File: src/rtl/drive_io_pkg.sv
// shared constants, field layouts and carrier types of the drive input and encoder block
package drive_io_pkg;

  // ==========================================================================
  // timing
  localparam int CLK_PERIOD_NS      = 4;
  localparam int ENC_MAX_FREQ_HZ    = 10000;
  localparam int QUAD_MIN_PERIOD_NS = 1000000000 / ENC_MAX_FREQ_HZ;
  // least time per quarter step, rounded up to whole cycles
  localparam int QUARTER_CYCLES     = (QUAD_MIN_PERIOD_NS + 4 * CLK_PERIOD_NS - 1)
                                      / (4 * CLK_PERIOD_NS);

  // ==========================================================================
  // sizes
  localparam int NUM_DI    = 7;
  localparam int NUM_WORDS = 4;
  localparam int WORD_W    = 16;
  localparam int PEND_W    = 8;
  localparam int TIMER_W   = 16;

  // ==========================================================================
  // register byte offsets
  localparam logic [11:0] ADDR_WORD_ONE   = 12'h000;
  localparam logic [11:0] ADDR_WORD_TWO   = 12'h004;
  localparam logic [11:0] ADDR_WORD_THREE = 12'h008;
  localparam logic [11:0] ADDR_WORD_FOUR  = 12'h00c;
  localparam logic [11:0] ADDR_MAP_BASE   = 12'h010;
  localparam logic [11:0] ADDR_PULSE_SET  = 12'h02c;
  localparam logic [11:0] ADDR_POSITION   = 12'h030;
  localparam logic [11:0] ADDR_RISE_CAP   = 12'h034;
  localparam logic [11:0] ADDR_FALL_CAP   = 12'h038;
  localparam logic [11:0] ADDR_STATUS     = 12'h03c;

  // ==========================================================================
  // input map register fields and reset values
  localparam int MAP_BIT_LSB  = 0;
  localparam int MAP_WORD_LSB = 4;
  localparam int MAP_EN_BIT   = 6;
  localparam logic [6:0]  MAP_RESET       = 7'h00;
  localparam logic [15:0] PULSE_SET_RESET = 16'h0000;

  // ==========================================================================
  // bit positions inside the input words
  localparam int W1_INTERLOCK   = 15;
  localparam int W1_RUN0        = 13;
  localparam int W1_BRAKE_TEST  = 11;
  localparam int W1_JOG_F       = 9;
  localparam int W1_JOG_R       = 8;
  localparam int W1_BRAKE_REL   = 5;
  localparam int W1_FIELD       = 4;
  localparam int W1_BRAKE_HOLD  = 3;
  localparam int W1_FRESET      = 1;
  localparam int W2_BREAKER     = 9;
  localparam int W2_EMERG       = 6;
  localparam int W2_SPEED_HOLD  = 5;
  localparam int W2_FWD_LIMIT   = 3;
  localparam int W2_REV_LIMIT   = 2;
  localparam int W2_BRAKE_FB    = 0;
  localparam int W3_RUN0        = 13;
  localparam int W3_JOG_F       = 9;
  localparam int W3_JOG_R       = 8;
  localparam int W3_FIELD       = 4;
  localparam int W3_CAPTURE     = 3;
  localparam int W3_FRESET      = 1;
  localparam int W4_CUR_LIMIT   = 11;
  localparam int W4_TRQ_LIMIT   = 10;
  localparam int W4_DIR0        = 6;
  localparam int W4_DIR1        = 5;
  localparam int W4_RUN1        = 0;

  // ==========================================================================
  // types
  typedef struct packed {
    logic       en;
    logic [1:0] word;
    logic [3:0] bit_sel;
  } di_map_s;

  typedef struct packed {
    logic run;
    logic interlocked;
    logic jog_fwd;
    logic jog_rev;
    logic reverse;
    logic brake_open;
    logic brake_is_open;
    logic brake_release_issued;
    logic breaker_closed;
    logic fault_reset;
    logic alt_current_limit;
    logic alt_torque_limit;
    logic emergency;
    logic field_on;
    logic fwd_limit_zero;
    logic rev_limit_zero;
    logic speed_hold;
  } drive_ctrl_s;

  typedef enum logic [1:0] {
    JOG_IDLE = 2'b00,
    JOG_FWD  = 2'b01,
    JOG_REV  = 2'b10
  } jog_e;

endpackage : drive_io_pkg

File: src/rtl/pin_sync.sv
// two flip-flop synchroniser for a group of pin inputs
`timescale 1ns/1ns
module pin_sync #(
  parameter int W = 1
) (
  // clock and reset
  input  wire logic         pclk,
  input  wire logic         presetn,
  // pins and synchronised copy
  input  wire logic [W-1:0] d,
  output logic      [W-1:0] q
);

  typedef struct packed {
    logic [W-1:0] meta;
    logic [W-1:0] stable;
  } sync_s;

  sync_s st_reg;
  sync_s st_next;

  // ==========================================================================
  // first stage feeds only the second
  always_comb begin
    st_next        = st_reg;
    st_next.meta   = d;
    st_next.stable = st_reg.meta;
  end

  always_ff @(posedge pclk or negedge presetn) begin
    if (!presetn) begin
      st_reg <= '0;
    end else begin
      st_reg <= st_next;
    end
  end

  assign q = st_reg.stable;

endmodule : pin_sync

File: src/rtl/quad_repeater.sv
// rate-limited two-phase pulse repeater for encoder pulses
`timescale 1ns/1ns
module quad_repeater import drive_io_pkg::*; #(
  parameter int QUARTER = QUARTER_CYCLES
) (
  // clock and reset
  input  wire logic pclk,
  input  wire logic presetn,
  // pulse request
  input  wire logic pulse_in,
  input  wire logic reverse,
  input  wire logic enable,
  // phase outputs
  output logic      quad_a,
  output logic      quad_b
);

  typedef struct packed {
    logic [PEND_W-1:0]  pend;
    logic [1:0]         steps;
    logic               stepping;
    logic [1:0]         phase;
    logic [TIMER_W-1:0] timer;
    logic               qa;
    logic               qb;
  } quad_s;

  quad_s st_reg;
  quad_s st_next;
  logic  take;
  logic  step;

  // ==========================================================================
  // pulse queue and quarter stepping
  always_comb begin
    st_next = st_reg;
    take    = pulse_in && enable && (st_reg.pend != {PEND_W{1'b1}});
    step    = (st_reg.timer == '0) && (st_reg.stepping || (st_reg.pend != '0));
    if (st_reg.timer != '0) begin
      st_next.timer = st_reg.timer - 1'b1;
    end
    if (step) begin
      // each pulse becomes four quarter steps, each held at least a quarter of 100 us
      st_next.timer = TIMER_W'(QUARTER - 1);
      st_next.phase = reverse ? st_reg.phase - 2'd1 : st_reg.phase + 2'd1;
      st_next.qa    = st_next.phase[1];
      st_next.qb    = st_next.phase[1] ^ st_next.phase[0];
      if (!st_reg.stepping) begin
        st_next.stepping = 1'b1;
        st_next.steps    = 2'd3;
      end else begin
        st_next.steps    = st_reg.steps - 2'd1;
        st_next.stepping = (st_reg.steps != 2'd1);
      end
    end
    st_next.pend = st_reg.pend + PEND_W'(take) - PEND_W'(step && !st_reg.stepping);
  end

  always_ff @(posedge pclk or negedge presetn) begin
    if (!presetn) begin
      st_reg <= '0;
    end else begin
      st_reg <= st_next;
    end
  end

  assign quad_a = st_reg.qa;
  assign quad_b = st_reg.qb;

  // ==========================================================================
  // checks
  logic [TIMER_W-1:0] gap_cnt;

  always_ff @(posedge pclk or negedge presetn) begin
    if (!presetn) begin
      gap_cnt <= '0;
    end else if ((st_next.qa != st_reg.qa) || (st_next.qb != st_reg.qb)) begin
      gap_cnt <= '0;
    end else if (gap_cnt != {TIMER_W{1'b1}}) begin
      gap_cnt <= gap_cnt + 1'b1;
    end
  end
endmodule : quad_repeater

File: src/rtl/drive_input_word_and_encoder_io.sv
// discrete input words, control decode, encoder position capture and pulse repeat
`timescale 1ns/1ns
// Operation
// accept one single-ended encoder channel, counting correctly up to 10 kHz
// with pulse-count setting zero, one output pulse per encoder pulse
// repeated pulse output never exceeds 10 kHz
// output is two phases a quarter period apart, order shows direction
// seven discrete inputs, each assignable to any bit of four words
// brake release issued bit: 1 sent elsewhere, 0 not sent
// brake feedback bit: 1 brake open, 0 brake closed
// brake hold request 0 forces brake closed, 1 normal sequencing
// brake test request 1 forces brake open, 0 normal
// breaker state 1 closed, 0 open
// direction bits 0 forward, 1 reverse, honoured only in remote mode
// fault reset on ext fault reset; source must pulse it momentarily
// two-wire run inputs are levels: run while 1, stop while 0
// current limit select 0 normal, 1 alternate limit
// torque limit select 0 normal pair, 1 alternate pair
// emergency run 1 emergency operation, 0 normal
// jog pair: single starts that way, both first wins, none stops; run off
// field enable 1 field on when ready, 0 off until start
// speed limit bits 1 apply limit, 0 force that direction to zero
// speed hold 1 freezes speed reference, 0 follows
// safety interlock 1 allows operation, 0 holds drive interlocked
// capture position on capture input rising and falling edges
// synchronise inputs before word update, decode and edge detection
module drive_input_word_and_encoder_io import drive_io_pkg::*; #(
  parameter int QUARTER_CYCLES_P = QUARTER_CYCLES
) (
  // apb slave
  input  wire logic              pclk,
  input  wire logic              presetn,
  input  wire logic              psel,
  input  wire logic              penable,
  input  wire logic              pwrite,
  input  wire logic [11:0]       paddr,
  input  wire logic [31:0]       pwdata,
  output logic      [31:0]       prdata,
  output logic                   pready,
  output logic                   pslverr,
  // field pins
  input  wire logic [NUM_DI-1:0] di_pin,
  input  wire logic              enc_pin,
  input  wire logic              keypad_remote,
  // pulse repeat
  output logic                   quad_out_a,
  output logic                   quad_out_b,
  // decoded controls
  output drive_ctrl_s            ctrl
);

  typedef struct packed {
    di_map_s [NUM_DI-1:0]                 map;
    logic [15:0]                          pulse_set;
    logic [NUM_WORDS-1:0][WORD_W-1:0]     words;
    logic [31:0]                          position;
    logic [31:0]                          rise_cap;
    logic [31:0]                          fall_cap;
    jog_e                                 jog;
    logic                                 jog_f_q;
    logic                                 jog_r_q;
    logic                                 cap_q;
    logic                                 freset_q;
    logic                                 enc_q;
    drive_ctrl_s                          ctrl;
    logic [31:0]                          rdata;
  } io_s;

  io_s                 st_reg;
  io_s                 st_next;
  logic [NUM_DI:0]     pins_s;
  logic [NUM_DI-1:0]   di_s;
  logic                enc_s;
  logic                enc_edge;
  logic                wr_en;
  logic                rd_setup;
  logic                unmapped;
  logic [31:0]         rd_val;
  logic                run0;
  logic                run_any;
  logic                jog_f;
  logic                jog_r;
  logic                field_bit;
  logic                freset_bit;
  logic                cap_bit;
  logic                interlock_ok;
  logic                run_now;
  logic                jog_now;

  // ==========================================================================
  // pin synchronisers
  pin_sync #(.W(NUM_DI + 1)) u_sync (
    .pclk    (pclk),
    .presetn (presetn),
    .d       ({enc_pin, di_pin}),
    .q       (pins_s)
  );

  assign di_s     = pins_s[NUM_DI-1:0];
  assign enc_s    = pins_s[NUM_DI];
  assign enc_edge = enc_s && !st_reg.enc_q;

  // ==========================================================================
  // pulse repeater
  quad_repeater #(.QUARTER(QUARTER_CYCLES_P)) u_quad (
    .pclk     (pclk),
    .presetn  (presetn),
    .pulse_in (enc_edge),
    .reverse  (st_reg.ctrl.reverse),
    .enable   (st_reg.pulse_set == 16'h0000),
    .quad_a   (quad_out_a),
    .quad_b   (quad_out_b)
  );

  // ==========================================================================
  // apb decode
  assign wr_en    = psel && penable && pwrite;
  assign rd_setup = psel && !penable && !pwrite;
  assign pready   = 1'b1;
  assign pslverr  = psel && penable && unmapped;
  assign prdata   = st_reg.rdata;

  always_comb begin
    rd_val   = 32'h0000_0000;
    unmapped = 1'b0;
    case (paddr)
      ADDR_WORD_ONE:   rd_val = {16'h0000, st_reg.words[0]};
      ADDR_WORD_TWO:   rd_val = {16'h0000, st_reg.words[1]};
      ADDR_WORD_THREE: rd_val = {16'h0000, st_reg.words[2]};
      ADDR_WORD_FOUR:  rd_val = {16'h0000, st_reg.words[3]};
      ADDR_PULSE_SET:  rd_val = {16'h0000, st_reg.pulse_set};
      ADDR_POSITION:   rd_val = st_reg.position;
      ADDR_RISE_CAP:   rd_val = st_reg.rise_cap;
      ADDR_FALL_CAP:   rd_val = st_reg.fall_cap;
      ADDR_STATUS:     rd_val = {15'h0000, st_reg.ctrl};
      default: begin
        unmapped = 1'b1;
        for (int i = 0; i < NUM_DI; i++) begin
          if (paddr == ADDR_MAP_BASE + 12'(4 * i)) begin
            rd_val   = {25'h0000000, st_reg.map[i]};
            unmapped = 1'b0;
          end
        end
      end
    endcase
  end

  // ==========================================================================
  // field decode from the registered words
  // duplicated functions in two words are ored, so either assignment works
  always_comb begin
    run0         = st_reg.words[0][W1_RUN0] | st_reg.words[2][W3_RUN0];
    run_any      = run0 | st_reg.words[3][W4_RUN1];
    jog_f        = st_reg.words[0][W1_JOG_F] | st_reg.words[2][W3_JOG_F];
    jog_r        = st_reg.words[0][W1_JOG_R] | st_reg.words[2][W3_JOG_R];
    field_bit    = st_reg.words[0][W1_FIELD] | st_reg.words[2][W3_FIELD];
    freset_bit   = st_reg.words[0][W1_FRESET] | st_reg.words[2][W3_FRESET];
    cap_bit      = st_reg.words[2][W3_CAPTURE];
    interlock_ok = st_reg.words[0][W1_INTERLOCK];
    run_now      = run_any && interlock_ok;
    jog_now      = (st_reg.jog != JOG_IDLE) && interlock_ok;
  end

  // ==========================================================================
  // next state
  always_comb begin
    st_next = st_reg;

    // unmapped word bits read zero, so safety bits default to the safe side
    st_next.words = '0;
    for (int i = 0; i < NUM_DI; i++) begin
      if (st_reg.map[i].en) begin
        st_next.words[st_reg.map[i].word][st_reg.map[i].bit_sel] = di_s[i];
      end
    end

    // register writes
    if (wr_en) begin
      if (paddr == ADDR_PULSE_SET) begin
        st_next.pulse_set = pwdata[15:0];
      end
      for (int i = 0; i < NUM_DI; i++) begin
        if (paddr == ADDR_MAP_BASE + 12'(4 * i)) begin
          st_next.map[i] = pwdata[MAP_EN_BIT:MAP_BIT_LSB];
        end
      end
    end
    if (rd_setup) begin
      st_next.rdata = rd_val;
    end

    // encoder position and capture
    st_next.enc_q = enc_s;
    if (enc_edge) begin
      st_next.position = st_reg.ctrl.reverse ? st_reg.position - 32'h1
                                             : st_reg.position + 32'h1;
    end
    st_next.cap_q = cap_bit;
    if (cap_bit && !st_reg.cap_q) begin
      st_next.rise_cap = st_reg.position;
    end
    if (!cap_bit && st_reg.cap_q) begin
      st_next.fall_cap = st_reg.position;
    end

    // jog sequencing
    st_next.jog_f_q = jog_f;
    st_next.jog_r_q = jog_r;
    if (run_any) begin
      st_next.jog = JOG_IDLE;
    end else begin
      case (st_reg.jog)
        JOG_IDLE: begin
          if (jog_f && !jog_r) begin
            st_next.jog = JOG_FWD;
          end else if (jog_r && !jog_f) begin
            st_next.jog = JOG_REV;
          end else if (jog_f && jog_r) begin
            // both present: the one already held wins, forward on a tie
            st_next.jog = (st_reg.jog_r_q && !st_reg.jog_f_q) ? JOG_REV : JOG_FWD;
          end
        end
        JOG_FWD: begin
          if (!jog_f && !jog_r) begin
            st_next.jog = JOG_IDLE;
          end else if (!jog_f) begin
            st_next.jog = JOG_REV;
          end
        end
        JOG_REV: begin
          if (!jog_f && !jog_r) begin
            st_next.jog = JOG_IDLE;
          end else if (!jog_r) begin
            st_next.jog = JOG_FWD;
          end
        end
        default: st_next.jog = JOG_IDLE;
      endcase
    end

    // decoded controls
    st_next.freset_q                  = freset_bit;
    st_next.ctrl.fault_reset          = freset_bit && !st_reg.freset_q;
    st_next.ctrl.interlocked          = !interlock_ok;
    st_next.ctrl.run                  = run_now;
    st_next.ctrl.jog_fwd              = (st_reg.jog == JOG_FWD) && interlock_ok;
    st_next.ctrl.jog_rev              = (st_reg.jog == JOG_REV) && interlock_ok;
    if (keypad_remote) begin
      st_next.ctrl.reverse = st_reg.words[3][W4_DIR0] | st_reg.words[3][W4_DIR1];
    end
    st_next.ctrl.brake_release_issued = st_reg.words[0][W1_BRAKE_REL];
    st_next.ctrl.brake_is_open        = st_reg.words[1][W2_BRAKE_FB];
    // forced closed outranks the test request for safety
    if (!st_reg.words[0][W1_BRAKE_HOLD]) begin
      st_next.ctrl.brake_open = 1'b0;
    end else if (st_reg.words[0][W1_BRAKE_TEST]) begin
      st_next.ctrl.brake_open = 1'b1;
    end else begin
      st_next.ctrl.brake_open = run_now || jog_now
                                || st_reg.words[0][W1_BRAKE_REL];
    end
    st_next.ctrl.breaker_closed       = st_reg.words[1][W2_BREAKER];
    st_next.ctrl.alt_current_limit    = st_reg.words[3][W4_CUR_LIMIT];
    st_next.ctrl.alt_torque_limit     = st_reg.words[3][W4_TRQ_LIMIT];
    st_next.ctrl.emergency            = st_reg.words[1][W2_EMERG];
    st_next.ctrl.field_on             = field_bit || run_now || jog_now;
    st_next.ctrl.fwd_limit_zero       = !st_reg.words[1][W2_FWD_LIMIT];
    st_next.ctrl.rev_limit_zero       = !st_reg.words[1][W2_REV_LIMIT];
    st_next.ctrl.speed_hold           = st_reg.words[1][W2_SPEED_HOLD];
  end

  always_ff @(posedge pclk or negedge presetn) begin
    if (!presetn) begin
      st_reg <= '0;
    end else begin
      st_reg <= st_next;
    end
  end

  assign ctrl = st_reg.ctrl;
endmodule : drive_input_word_and_encoder_io

File: config.mk
export PLATFORM = sky130hd
export DESIGN_NAME = drive_input_word_and_encoder_io
export DESIGN_NICKNAME = d
export VERILOG_FILES = /design/src/rtl/drive_io_pkg.sv /design/src/rtl/pin_sync.sv /design/src/rtl/quad_repeater.sv /design/src/rtl/drive_input_word_and_encoder_io.sv
export SDC_FILE = /design/constraint.sdc
export NUM_CORES = 1
export LEC_CHECK = 0
export BUFFER_PORTS_ARGS = -buffer_cell sky130_fd_sc_hd__buf_2
export CAP_MARGIN = 20
export CORE_MARGIN = 8
export CORE_UTILIZATION = 50
export CTS_CLUSTER_DIAMETER = 200
export DETAILED_ROUTE_END_ITERATION = 16
export GPL_ROUTABILITY_DRIVEN = 1
export PLACE_DENSITY = 0.7
export SYNTH_ARGS = -nofsm -noshare
export SYNTH_HDL_FRONTEND = slang
export SYNTH_SLANG_ARGS = --single-unit
File: constraint.sdc
create_clock -name pclk -period 3.07 [get_ports pclk]
set_input_delay 0.4605 -clock pclk [delete_from_list [all_inputs] [get_ports pclk]]
set_output_delay 0.4605 -clock pclk [all_outputs]
set_load 0.05 [all_outputs]
==> metrics.md <==
| Metric | Value |
|---|---|
| Peak Freq | 334.6 MHz |
| Max Cap Viol | 0 |
| Max IR drop VDD | 0.3081 mV |
| Most area-consuming cells after synthesis | sky130_fd_sc_hd__dfrtp_1 (39%), sky130_fd_sc_hd__mux2_2 (6.8%), sky130_fd_sc_hd__nand2_1 (5.2%) |
| Library cell occupying the most area in the post-synthesis netlist | sky130_fd_sc_hd__dfrtp_1 |
| Register bit count reported by yosys | 327 |
| Leak Pwr | 9.955 nW |
| DP Area | 22500 um^2 |
| Synthesized-area fraction occupied by ao, oa, aoi and oai cells | 0.2184 |
| Number of I/O port buffers | 93 |
| Most frequent cell after synthesis | sky130_fd_sc_hd__dfrtp_1 |
| Number of antenna repair diodes | 0 |
| Shortest period the worst path allows | 2989 ps |
| Number of design-rule violations left by the first detailed-router iteration | 2238 |
| Number of nets at the end of the flow | 2605 |
| Bufs on Longest Clock Path | 3 |
| Post-synth top cells | sky130_fd_sc_hd__dfrtp_1 (327), sky130_fd_sc_hd__nand2_1 (292), sky130_fd_sc_hd__nor2_1 (221) |
| Number of optimization iterations in the first detailed-route pass | 6 |
| Number of flip-flops under the largest register name | 223 |
| Congestion Overflow GR | 0 |
| Finish-stage setup viols | 0 |
| Overall die area | 49210 um^2 |
| Kind of end point of the critical path | flip-flop |
| Critical Path Slowest Stage Cell | sky130_fd_sc_hd__dfrtp_4 |
| DR DRC count | 0 |
| Number of placed cells counting well taps | 2981 |
| Fraction of the cycle the final worst path needs | 0.9736 |
| Share of synthesized cell area in full adder, half adder and majority cells | 0.02965 |
| Setup repair after global routing missed its margin | true |
| Mapped Avg Cell Area | 8.664 um^2 |
| H-tree depth | 2 |
| Area delta synth->final | 13.19% |
| Kind of path behind the tightest hold check | in2reg |
| Fraction of layout cells with a size suffix above 1 | 0.1979 |
| Synthesized area | 21180 um^2 |
| Clock edge transition at the registers on the reported setup and hold paths | 60 ps |
| Via count of the first global-routing pass | 19229 |
| Number of vias after detailed routing | 19898 |
| Max transition margin | 0.2909 |
| Critical Path Start Type | flip-flop |
| Global-route wire length before repair | 110700 um |
| Final Max Tran Viols | 0 |
| Largest net degree at the start of global routing | 77 |
| Antenna violations before repair | 0 |
| Proportion of synthesized chip area in sequential cells | 0.3863 |
| Top fanout value on the critical path | 8 |
| Average detailed-routed wire length per instance | 22.98 um |
| Floorplan core area | 41850 um^2 |
| Post-synthesis async set-or-reset flop share | 1.000 |
| Number of core rows | 75 |
| Post-Route Skew | 18.89 ps |
| Post-synthesis share of cell area spent on xor and xnor gates | 0.01902 |
| Number of routed nets with antenna violations | 0 |
| Worst Setup Path Type | reg2reg |
| Status | complete, no violations |
| Post-synth cell types | 74 |
| EDFF count, synth | 0 |
| Initial Utilization | 0.5062 |
| Dominant combinational cell family by area after synthesis | compound AO/OA/AOI/OAI gates |
| Fraction of post-synthesis cell area in the top cell type by area | 0.3863 |
| Cell count after synthesis | 2445 |
| Post-layout instance count excluding filler cells | 3061 |
| YS warnings | 0 |
| HPWL Detailed | 51200 um |
| All-Layer GR Usage | 0.2780 |
| Die extent in y | 221.8 um |
| Signal arrival time at the worst endpoint | 3430 ps |
| Worst stage delay on the critical path | 540 ps |
| Width of the die | 221.8 um |
| # clock sinks | 327 |
| TritonCTS clock tree | yes |
| Final wirelength | 70350 um |
| PD cells | 468.7 nW/um^2 |
| Post-synth net total | 2552 |
| Dominant register cell in the synthesized netlist | sky130_fd_sc_hd__dfrtp_1 |
| Final Hold Violating Endpoints | 0 |
| IO Pins | 111 |
| Worst slew pin tran | 1064 ps |
| Worst endpoint required time | 3510 ps |
| Simple-gate portion of the synthesized area | 0.2064 |
| Number of clock buffers inserted by TritonCTS | 37 |
| Critical Path, Cell by Cell | ha_2, nor2b_1, o21ai_1, a21oi_2, o21ai_2, a31oi_4, a221oi_2, o21a_1, o31a_1, o211a_1, a211o_1 |
| Placer congestion estimate | 0.9570 |
| Cell area after layout | 23980 um^2 |
| Clock insertion delay at the later pin of the skew report | 560 ps |
| Clk Tree Root Cell | sky130_fd_sc_hd__clkbuf_16 |
| Routed via count divided by cell count | 6.500 |
| Post-synthesis mux area share | 0.08163 |
final timing paths:
| path | startpoint | endpoint | slack [ps] | cells past startpoint |
|---|---|---|---|---|
| setup / recovery | ctrl[12] | st_reg[148] | 80 | 11 |
| hold / removal | di_pin[5] | u_sync.st_next[5] | 30 | 1 |
| setup reg to reg | ctrl[12] | st_reg[148] | 80 | 11 |
| hold reg to reg | u_sync.st_next[3] | u_sync.q[3] | 350 | 0 |
| max in group asynchronous | presetn | st_reg[195] | 1620 | 4 |
| min in group asynchronous | presetn | prdata[24] | 470 | 2 |
worst max-delay path, delay by kind of cell, from the launching register on:
| family | cells | cell delay, ps |
|---|---|---|
| compound gates | 9 | 1760 |
| flops | 1 | 540 |
| fa+ha+maj | 1 | 410 |
| simple gates | 1 | 170 |
placed cells by master, fill, tap and decap left out, drive strengths merged, types with 94 or more instances in the layout:
cell    netlist  layout
o311ai       94      94
nand3       162     162
buf          65     246
nor3        110     110
dfrtp       327     327
a31oi       103     103
mux2        128     128
nor2        221     221
o21ai       127     127
nand2       292     292
cell type report:
class	instances	area (um^2)
timing repair buffer	254	1832
clock inverter	11	137.6
sequential	327	8192
fill	3702	17870
tap	539	674.4
multi-input combinational	1839	11950
clock buffer	52	1052
inverter	39	146.4
logic make-up (layout without fill, tap and decap cells):
family,count (synthesis),after routing
muxes,148,148
and+or+nand+nor,943,943
xor gates and xnor gates,46,46
adders and majority gates,49,49
buffers and inverters,279,356
other,1,1
AOI/OAI and AO/OA,652,652
DFF,327,327
routing by layer:
layer | vias to the layer above | GRT usage | share of wire
met3 | 198 | 0.04166 | 0.062
met5 | - | 0 | 0
met1 | 9630 | 0.3551 | 0.41
met4 | 0 | 0.1221 | 0.046
li1 | 9185 | - | -
met2 | 885 | 0.4643 | 0.48
report_power, final:
part           internal (W)  total [W]  switching [W]
registers           0.00461    0.00497       0.000358
clock network       0.00257    0.00438        0.00180
logic              0.000862    0.00189        0.00103
total               0.00805     0.0112        0.00319
stage by stage:
stage / power [W] / TNS, ps / hold WS, ps / utilization / worst slack, ps
floorplan: 0.006069 / 0 / 164.9 / - / 89.83
global placement: 0.006659 / -50.89 / 332.3 / 0.5368 / -50.89
detailed placement: 0.006753 / -49.61 / 337.3 / 0.5375 / -49.61
CTS: 0.01118 / 0 / 1.458 / 0.5681 / 26.68
global route: 0.01180 / -359.3 / 12.72 / 0.5729 / -120.9
finish: 0.01124 / 0 / 27.71 / 0.5729 / 81.01
repair_timing:
action | in CTS | in global routing
setup endpoints to repair | 2 | 8
pin swaps | 1 | 18
endpoints found under the hold margin | 76 | 0
hold buffers | 8 | 0
buffers inserted | 1 | 8
resized for setup | 1 | 25
(Power assumes the default switching activity.)
